==> src/hdl/riv_pkg.sv <==
/*
  riv_pkg: shared constants and types for the reset and interrupt
  vectoring unit. Assumes a 12-bit program counter and an 8-bit datapath.
*/
package riv_pkg;

  localparam int PC_W          = 12;
  localparam int DATA_W        = 8;
  localparam int STACK_DEPTH   = 8;
  localparam int USER_FLAG_W   = 3;

  localparam logic [11:0] RESET_VECTOR = 12'h000;
  localparam logic [11:0] IRQ_VECTOR   = 12'h008;

  // program flag register layout
  localparam int FLAG_TIMEOUT_BIT  = 7;
  localparam int FLAG_PWRDOWN_BIT  = 6;
  localparam int FLAG_USER_LSB     = 0;

  localparam logic [7:0] ACC_RST       = 8'h00;
  localparam logic [2:0] USER_FLAG_RST = 3'h0;

  // reset-cause flag values per source
  localparam logic POR_TIMEOUT = 1'b1;
  localparam logic POR_PWRDOWN = 1'b0;
  localparam logic WDT_TIMEOUT = 1'b0;
  localparam logic WDT_PWRDOWN = 1'b0;
  localparam logic EXT_TIMEOUT = 1'b1;
  localparam logic EXT_PWRDOWN = 1'b1;

  typedef enum logic [1:0] {
    CAUSE_POWER_ON,
    CAUSE_WATCHDOG,
    CAUSE_EXTERNAL
  } riv_cause_t;

endpackage

==> src/hdl/riv_stk_if.sv <==
/*
  riv_stk_if: link between the vectoring unit and its return-address
  stack. Assumes both ends share one clock.
*/
`timescale 1ns/100ps
interface riv_stk_if #(
  parameter int AW = 12
) ();
  logic          push;
  logic          pop;
  logic          clr;
  logic [AW-1:0] wdata;
  logic [AW-1:0] rdata;
  logic          empty;

  modport owner (output push, output pop, output clr, output wdata,
                 input rdata, input empty);
  modport store (input push, input pop, input clr, input wdata,
                 output rdata, output empty);
endinterface

==> src/hdl/riv_ret_stack.sv <==
/*
  riv_ret_stack: circular return-address stack of DEPTH entries.
  Assumes push and pop are never raised together by the owner.
*/
`timescale 1ns/100ps
module riv_ret_stack #(
  parameter int DEPTH = 8,
  parameter int AW    = 12
) (
  input  wire logic   clk,
  input  wire logic   rst,
  riv_stk_if.store    stk
);
  localparam int PW = $clog2(DEPTH);
  localparam int CW = $clog2(DEPTH + 1);

  typedef struct packed {
    logic [DEPTH-1:0][AW-1:0] mem;
    logic [PW-1:0]            sp;
    logic [CW-1:0]            cnt;
  } riv_stk_state_t;

  riv_stk_state_t q;
  riv_stk_state_t d;

  // overflow wraps and drops the oldest entry, as a fixed-depth hardware stack does
  always_comb begin
    d = q;
    if (stk.clr) begin
      d.sp  = '0;
      d.cnt = '0;
    end else if (stk.push) begin
      d.mem[q.sp] = stk.wdata;
      d.sp        = PW'(q.sp + 1'b1);
      if (q.cnt != CW'(DEPTH))
        d.cnt = CW'(q.cnt + 1'b1);
    end else if (stk.pop) begin
      d.sp = PW'(q.sp - 1'b1);
      if (q.cnt != '0)
        d.cnt = CW'(q.cnt - 1'b1);
    end
  end

  always_ff @(posedge clk or posedge rst) begin
    if (rst)
      q <= '0;
    else
      q <= d;
  end

  assign stk.rdata = q.mem[PW'(q.sp - 1'b1)];
  assign stk.empty = (q.cnt == '0);

  a_push_then_top: assert property (@(posedge clk) disable iff (rst) // [RULE7]
    (stk.push && !stk.clr) |=> (stk.rdata == $past(stk.wdata)) && !stk.empty)
    else $error("pushed address is not on top of stack");

endmodule

==> src/hdl/riv_vector_unit.sv <==
/*
  riv_vector_unit: program counter steering on reset and interrupt,
  reset-cause flags and the one-level accumulator/flag shadow buffer.
  Assumes the sequencer raises at most one of the pc control inputs
  that matter per cycle and that all inputs are synchronous to SYS_CLK.
  RST is the power-on reset; watchdog and pin resets arrive as pulses.
*/
// Contract
// [RULE1] Any reset loads pc with zero and restores all system registers to defaults.
// [RULE2] Reset vector is the single program word at address zero.
// [RULE3] Power-on reset sets timeout cause flag, clears power-down cause flag.
// [RULE4] Watchdog reset clears both timeout and power-down cause flags.
// [RULE5] External pin reset sets both timeout and power-down cause flags.
// [RULE6] Both cause flags are readable as bits of the program flag register.
// [RULE7] Serviced interrupt pushes pc on stack then fetches from address eight.
// [RULE8] Save/restore copy accumulator and flags, never the two cause flags.
// [RULE9] Shadow buffer has one level; a second save overwrites the first.
// [RULE10] Return from interrupt pops the saved pc and resumes there.
`timescale 1ns/100ps
module riv_vector_unit #(
  parameter int PC_W        = riv_pkg::PC_W,
  parameter int DATA_W      = riv_pkg::DATA_W,
  parameter int STACK_DEPTH = riv_pkg::STACK_DEPTH
) (
  input  wire logic              SYS_CLK,
  input  wire logic              RST,
  input  wire logic              WDT_RESET,
  input  wire logic              EXT_RESET,
  input  wire logic              PC_STEP,
  input  wire logic              JUMP_EN,
  input  wire logic [PC_W-1:0]   JUMP_ADDR,
  input  wire logic              IRQ_TAKE,
  input  wire logic              RETURN_FROM_INTERRUPT_OP,
  input  wire logic              SAVE_OP,
  input  wire logic              RESTORE_OP,
  input  wire logic              ACC_WE,
  input  wire logic [DATA_W-1:0] ACC_WDATA,
  input  wire logic              FLAG_WE,
  input  wire logic [2:0]        FLAG_WDATA,
  output logic      [PC_W-1:0]   PC,
  output logic      [DATA_W-1:0] ACCUMULATOR,
  output logic      [7:0]        PROGRAM_FLAG_REGISTER,
  output logic                   IRQ_ENTRY,
  output logic                   STACK_EMPTY,
  output logic      [1:0]        LAST_RESET_CAUSE
);

  typedef struct packed {
    logic [PC_W-1:0]              pc;
    logic [DATA_W-1:0]            acc;
    logic [riv_pkg::USER_FLAG_W-1:0] uflag;
    logic                         timeout_cause_flag;
    logic                         power_down_cause_flag;
    logic [DATA_W-1:0]            shadow_acc;
    logic [riv_pkg::USER_FLAG_W-1:0] shadow_flag;
    logic                         entry;
    riv_pkg::riv_cause_t          cause;
    // high only up to the first edge after power-on release; checking aid
    logic                         first;
  } riv_state_t;

  riv_state_t q;
  riv_state_t d;

  logic soft_rst;

  riv_stk_if #(.AW(PC_W)) stk ();

  riv_ret_stack #(
    .DEPTH (STACK_DEPTH),
    .AW    (PC_W)
  ) u_stack (
    .clk (SYS_CLK),
    .rst (RST),
    .stk (stk)
  );

  assign soft_rst = WDT_RESET | EXT_RESET;

  // return address is the pc the interrupted code would have run next
  assign stk.push  = IRQ_TAKE && !soft_rst; // [RULE7]
  assign stk.pop   = RETURN_FROM_INTERRUPT_OP && !IRQ_TAKE && !soft_rst; // [RULE10]
  assign stk.clr   = soft_rst; // [RULE1]
  assign stk.wdata = q.pc;

  always_comb begin
    d       = q;
    d.entry = 1'b0;
    d.first = 1'b0;
    if (soft_rst) begin
      d.pc          = riv_pkg::RESET_VECTOR[PC_W-1:0]; // [RULE1] [RULE2]
      d.acc         = riv_pkg::ACC_RST;
      d.uflag       = riv_pkg::USER_FLAG_RST;
      d.shadow_acc  = riv_pkg::ACC_RST;
      d.shadow_flag = riv_pkg::USER_FLAG_RST;
      // watchdog outranks the pin when both fire together
      if (WDT_RESET) begin
        d.timeout_cause_flag    = riv_pkg::WDT_TIMEOUT; // [RULE4]
        d.power_down_cause_flag = riv_pkg::WDT_PWRDOWN; // [RULE4]
        d.cause                 = riv_pkg::CAUSE_WATCHDOG;
      end else begin
        d.timeout_cause_flag    = riv_pkg::EXT_TIMEOUT; // [RULE5]
        d.power_down_cause_flag = riv_pkg::EXT_PWRDOWN; // [RULE5]
        d.cause                 = riv_pkg::CAUSE_EXTERNAL;
      end
    end else begin
      // interrupt entry beats return, jump and step in the same cycle
      if (IRQ_TAKE) begin
        d.pc    = riv_pkg::IRQ_VECTOR[PC_W-1:0]; // [RULE7]
        d.entry = 1'b1;
      end else if (RETURN_FROM_INTERRUPT_OP) begin
        d.pc = stk.rdata; // [RULE10]
      end else if (JUMP_EN) begin
        d.pc = JUMP_ADDR;
      end else if (PC_STEP) begin
        d.pc = PC_W'(q.pc + 1'b1);
      end

      // cause flags are left out of both copies
      if (SAVE_OP) begin
        d.shadow_acc  = q.acc;   // [RULE8] [RULE9]
        d.shadow_flag = q.uflag; // [RULE8] [RULE9]
      end
      // a save in the same cycle wins so the buffer is never read half-updated
      if (RESTORE_OP && !SAVE_OP) begin
        d.acc   = q.shadow_acc;  // [RULE8]
        d.uflag = q.shadow_flag; // [RULE8]
      end else begin
        if (ACC_WE)
          d.acc = ACC_WDATA;
        if (FLAG_WE)
          d.uflag = FLAG_WDATA;
      end
    end
  end

  always_ff @(posedge SYS_CLK or posedge RST) begin
    if (RST) begin
      q.pc                    <= riv_pkg::RESET_VECTOR[PC_W-1:0]; // [RULE1]
      q.acc                   <= riv_pkg::ACC_RST;
      q.uflag                 <= riv_pkg::USER_FLAG_RST;
      q.timeout_cause_flag    <= riv_pkg::POR_TIMEOUT; // [RULE3]
      q.power_down_cause_flag <= riv_pkg::POR_PWRDOWN; // [RULE3]
      q.shadow_acc            <= riv_pkg::ACC_RST;
      q.shadow_flag           <= riv_pkg::USER_FLAG_RST;
      q.entry                 <= 1'b0;
      q.cause                 <= riv_pkg::CAUSE_POWER_ON;
      q.first                 <= 1'b1;
    end else begin
      q <= d;
    end
  end

  always_comb begin
    PROGRAM_FLAG_REGISTER = 8'h00;
    PROGRAM_FLAG_REGISTER[riv_pkg::FLAG_TIMEOUT_BIT] = q.timeout_cause_flag; // [RULE6]
    PROGRAM_FLAG_REGISTER[riv_pkg::FLAG_PWRDOWN_BIT] = q.power_down_cause_flag; // [RULE6]
    PROGRAM_FLAG_REGISTER[riv_pkg::FLAG_USER_LSB +: riv_pkg::USER_FLAG_W] = q.uflag;
  end

  assign PC               = q.pc;
  assign ACCUMULATOR      = q.acc;
  assign IRQ_ENTRY        = q.entry;
  assign STACK_EMPTY      = stk.empty;
  assign LAST_RESET_CAUSE = q.cause;

  a_reset_pc_zero: assert property (@(posedge SYS_CLK) disable iff (RST) // [RULE1]
    soft_rst |=> (PC == '0) && (ACCUMULATOR == riv_pkg::ACC_RST) && STACK_EMPTY)
    else $error("reset did not restart at vector zero with defaults");

  a_vector_one_word: assert property (@(posedge SYS_CLK) disable iff (RST) // [RULE2]
    (soft_rst ##1 (PC_STEP && !soft_rst && !IRQ_TAKE && !JUMP_EN
                   && !RETURN_FROM_INTERRUPT_OP)) |=> (PC == 12'h001))
    else $error("reset vector is not a single word at zero");

  a_por_cause_flags: assert property (@(posedge SYS_CLK) disable iff (RST) // [RULE3]
    q.first |-> PROGRAM_FLAG_REGISTER[7] && !PROGRAM_FLAG_REGISTER[6])
    else $error("power-on cause flags wrong");

  a_wdt_cause_flags: assert property (@(posedge SYS_CLK) disable iff (RST) // [RULE4]
    WDT_RESET |=> !PROGRAM_FLAG_REGISTER[7] && !PROGRAM_FLAG_REGISTER[6])
    else $error("watchdog cause flags wrong");

  a_ext_cause_flags: assert property (@(posedge SYS_CLK) disable iff (RST) // [RULE5]
    (EXT_RESET && !WDT_RESET) |=> PROGRAM_FLAG_REGISTER[7] && PROGRAM_FLAG_REGISTER[6])
    else $error("external cause flags wrong");

  a_cause_bits_held: assert property (@(posedge SYS_CLK) disable iff (RST) // [RULE6] [RULE8]
    !soft_rst |=> $stable(PROGRAM_FLAG_REGISTER[7:6]))
    else $error("cause flags changed without a reset");

  a_irq_vector: assert property (@(posedge SYS_CLK) disable iff (RST) // [RULE7]
    (IRQ_TAKE && !soft_rst) |=> (PC == 12'h008) && IRQ_ENTRY
      && (stk.rdata == $past(PC)))
    else $error("interrupt did not save pc and vector to eight");

  a_restore_copy: assert property (@(posedge SYS_CLK) disable iff (RST) // [RULE8]
    (RESTORE_OP && !SAVE_OP && !soft_rst) |=> (ACCUMULATOR == $past(q.shadow_acc))
      && (PROGRAM_FLAG_REGISTER[2:0] == $past(q.shadow_flag)))
    else $error("restore did not return shadow contents");

  a_one_level_save: assert property (@(posedge SYS_CLK) disable iff (RST) // [RULE9]
    (SAVE_OP && !soft_rst) |=> (q.shadow_acc == $past(ACCUMULATOR))
      && (q.shadow_flag == $past(PROGRAM_FLAG_REGISTER[2:0])))
    else $error("save did not overwrite the shadow buffer");

  a_return_resume: assert property (@(posedge SYS_CLK) disable iff (RST) // [RULE10]
    (RETURN_FROM_INTERRUPT_OP && !IRQ_TAKE && !soft_rst) |=> (PC == $past(stk.rdata)))
    else $error("return did not resume at popped address");

  a_soft_clears_shadow: assert property (@(posedge SYS_CLK) disable iff (RST) // [RULE1]
    soft_rst |=> (q.shadow_acc == riv_pkg::ACC_RST)
      && (q.shadow_flag == riv_pkg::USER_FLAG_RST))
    else $error("soft reset left the shadow buffer loaded");

  a_save_keeps_live: assert property (@(posedge SYS_CLK) disable iff (RST) // [RULE8]
    (SAVE_OP && !RESTORE_OP && !ACC_WE && !FLAG_WE && !soft_rst)
      |=> $stable(ACCUMULATOR) && $stable(PROGRAM_FLAG_REGISTER))
    else $error("save disturbed the live accumulator or flags");

  a_cause_code: assert property (@(posedge SYS_CLK) disable iff (RST) // [RULE6]
    soft_rst |=> (LAST_RESET_CAUSE == ($past(WDT_RESET) ? riv_pkg::CAUSE_WATCHDOG
                                                        : riv_pkg::CAUSE_EXTERNAL)))
    else $error("recorded reset cause does not match the source");

endmodule

==> config.mk <==
export PLATFORM = sky130hd
export DESIGN_NAME = riv_vector_unit
export DESIGN_NICKNAME = d
export VERILOG_FILES = /design/src/hdl/riv_pkg.sv /design/src/hdl/riv_stk_if.sv /design/src/hdl/riv_ret_stack.sv /design/src/hdl/riv_vector_unit.sv
export SDC_FILE = /design/constraint.sdc
export NUM_CORES = 1
export LEC_CHECK = 0
export CAP_MARGIN = 5
export CORE_UTILIZATION = 47
export CTS_CLUSTER_SIZE = 40
export DETAILED_ROUTE_END_ITERATION = 7
export DONT_BUFFER_PORTS = 1
export SETUP_SLACK_MARGIN = 0.1
export SYNTH_ARGS = -nofsm -noshare
export SYNTH_HDL_FRONTEND = slang
export SYNTH_SLANG_ARGS = --single-unit
==> constraint.sdc <==
create_clock -name SYS_CLK -period 11.22 [get_ports SYS_CLK]
set_input_delay 0.561 -clock SYS_CLK [delete_from_list [all_inputs] [get_ports SYS_CLK]]
set_output_delay 0.561 -clock SYS_CLK [all_outputs]
set_load 0.005 [all_outputs]
==> flow_metrics.env <==
export IMPL_synth_flop_cell="dfrtp_1"
export IMPL_cts_hold_buf=0
export IMPL_die_w_um=124
export IMPL_slowest_delay_ns=1.17
export IMPL_crit_type="reg -> reg"
export IMPL_yosysSeqAreaShare_pct=50.2
export IMPL_die_area_sq_mm=0.0155
export IMPL_grt_usage_pct=20.5
export IMPL_slowest_stage="ha_1"
export IMPL_critPathCaptureType="register"
export IMPL_relSlewSlack_pct=19.7
export IMPL_min_period_ns=3.48
export IMPL_die_h_um=124
export IMPL_htreeDepth=4
export IMPL_crit_chain="inv_1, ha_1, mux4_2, mux2_2, nor3b_1, a211oi_1"
export IMPL_status="complete, no violations"
export IMPL_dr_pass1_iters=4
export IMPL_top_usage_layer="met2"
export IMPL_power_mw=1.22
export IMPL_synth_cell_types=52
export IMPL_vias=4156
export IMPL_ir_drop_mv=0.104
export IMPL_cts_repair_resized=0
export IMPL_ios=67
export IMPL_nets=545
export IMPL_synth_most_common_cell="dfrtp_1"
export IMPL_dp_hpwl_mm=9.09
export IMPL_arrival_ns=3.76
export IMPL_cts_made_buffers=17
export IMPL_cts_tree="done"
export IMPL_critPathLaunchType="register"
export IMPL_clkSinkCount=141
export IMPL_worst_slew_pin_slew_ns=1.20
export IMPL_netlist_instances=552
export IMPL_wl_per_cell_um=21.1
export IMPL_power_leakage_nw=3.58
export IMPL_required_ns=11.50
export IMPL_finalHoldViolCount=0
export IMPL_finalCritPeriodShare_pct=31.0
export IMPL_cp_num_buf_inv=1
export IMPL_synth_top_area_cell="dfrtp_1"
export IMPL_fin_skew_ns=0.00546
export IMPL_clk_path_buf_depth=2
export IMPL_ant_nets=0
export IMPL_synth_top_area_share_pct=49.8
export IMPL_overflow=0
export IMPL_synth_seq_cells=141
export IMPL_grt_pass1_vias=4327
export IMPL_finalSetupTns_ns=0
export IMPL_place_gp_congestion=0.785
export IMPL_syn_cell_area_sq_mm=0.00703
export IMPL_rsz0062_at_grt="no"
export IMPL_p_per_area_mw_per_mm2=162
export IMPL_fmax_ghz=0.288
export IMPL_drc=0
export IMPL_hp_class="in -> async"
export IMPL_clk_pin_slew_worst_paths_ns=0.06
export IMPL_worstPathMaxFanout=30
export IMPL_grt_max_degree=89
export IMPL_syn_area_per_cell_sq_um=12.7
export IMPL_cts_root_buffer="clkbuf_16"
export IMPL_grt_use_met3_pct=5.67
export IMPL_num_rows=44
export IMPL_yosysWarnings=0
export IMPL_synthArstFlopShare_pct=100
export IMPL_grt_util_met2_pct=30.4
export IMPL_grt_pass1_wl_mm=24.1
export IMPL_initial_core_util_pct=48.2
export IMPL_synth_common_cells="140 x dfrtp_1, 87 x mux2_2, 37 x mux2i_1, 37 x nor2_1, 33 x buf_4"
export IMPL_antenna_cells=0
export IMPL_first_iter_violations=281
export IMPL_postCtsSetupRepairBufs=0
export IMPL_antenna_found_initial=0
export IMPL_yosys_top_cells_area="dfrtp_1 50%, mux2_2 14%, mux4_2 7.7%, mux2i_1 5.3%, buf_4 3.5%"
export IMPL_portBuffers=0
export IMPL_wirelength_mm=14.8
export IMPL_drv_cap=0
export IMPL_setup_viol=0
export IMPL_slew_violations=0
export IMPL_clk_latency_ns=0.42
export IMPL_core_area_sq_mm=0.0146
export IMPL_synth_edf_count=0
export IMPL_layout_drive_gt1_share_pct=30.2
export IMPL_synthToLayoutAreaGrowth_pct=7.19
export IMPL_gr_usage_met1_pct=28.5
export IMPL_via_per_inst=5.93
export IMPL_crit_family="adder cells"
==> flip-flops by register name (all words and copies together) (netlist names) <==
name	cells
PC	12
PROGRAM_FLAG_REGISTER	5
LAST_RESET_CAUSE	1
IRQ_ENTRY	1
q	11
u_stack.q	103
ACCUMULATOR	8
==> layer usage <==
| metal | vias to the layer above | wire length, um |
|---|---|---|
| met3 | 16 | 888 |
| met4 | 0 | 230 |
| met1 | 2161 | 6710 |
| li1 | 1862 | - |
| met5 | - | 0 |
| met2 | 117 | 6930 |
==> cell families (layout without fill, tap and decap cells) <==
| kind of cell | Yosys count | count (layout) | synth area share (%) |
|---|---|---|---|
| other cells | 1 | 3 | 0.0533 |
| mux | 158 | 158 | 28.5 |
| buf+inv | 83 | 46 | 6.50 |
| fa+ha+maj | 6 | 6 | 1.17 |
| compound gates | 54 | 54 | 5.53 |
| xor+xnor | 7 | 7 | 0.872 |
| flops | 141 | 141 | 50.2 |
| simple gates | 102 | 102 | 7.17 |
==> worst register-to-register path, delay by kind of cell, from the launching register on <==
family                     cells  cell delay (ns)
and+or+nand+nor                1             0.20
AOI/OAI and AO/OA              1             0.07
muxes                          2             0.71
DFF                            1             0.97
buffers and inverters          1             0.23
adders and majority gates      1             1.17
==> stage by stage <==
step | cells | hold WS [ns] | setup WS, ns | utilization (%) | cell area (sq um)
finish | 701 | 0.137 | 7.74 | 51.7 | 7540
CTS | 701 | 0.151 | 7.71 | 51.7 | 7540
global route | 701 | 0.154 | 7.47 | 51.7 | 7540
floorplan | 554 | 0.453 | 6.88 | - | 7040
detailed placement | 669 | 0.475 | 7.73 | 47.2 | 6880
global placement | 669 | 0.463 | 7.77 | 47.2 | 6880
==> final cells by class <==
cell class	count	area [sq um]
fillers	1218	7050
flip-flops and latches	141	3530
multi-input cells	330	3060
clock buffers	18	439
well taps	184	230
clock inverters	14	215
inverters	13	53.8
repair buffers	1	7.51
==> final timing paths <==
kind | slack (ns) | depth (start not counted) | start | end
worst max-delay path | 7.74 | 6 | u_stack.q[4] | PC[3]
worst min-delay path | 0.14 | 1 | RST | u_stack.q[33]
worst max register to register | 7.74 | 6 | u_stack.q[4] | PC[3]
worst min register to register | 0.48 | 1 | u_stack.q[52] | u_stack.q[52]
max in group asynchronous | 9.86 | 2 | RST | u_stack.q[4]
min in group SYS_CLK | 0.17 | 1 | WDT_RESET | PROGRAM_FLAG_REGISTER[7]
==> cell usage in the layout (no fill, tap or decap), types with 9 or more instances in the layout <==
cell	Yosys	layout
nand2_1	20	20
mux4_2	24	24
dfrtp_1	140	139
a211oi_1	13	13
nor3_1	9	9
inv_1	13	12
clkbuf_16	0	17
nor2_1	37	37
mux2_2	87	87
mux2i_1	37	37
mux2_1	10	10
==> where the power goes <==
group          switching [mW]  internal, mW
registers              0.0151         0.520
clock network           0.218         0.401
logic                  0.0392        0.0308
No activity file was read; power rests on OpenSTA's default activity.
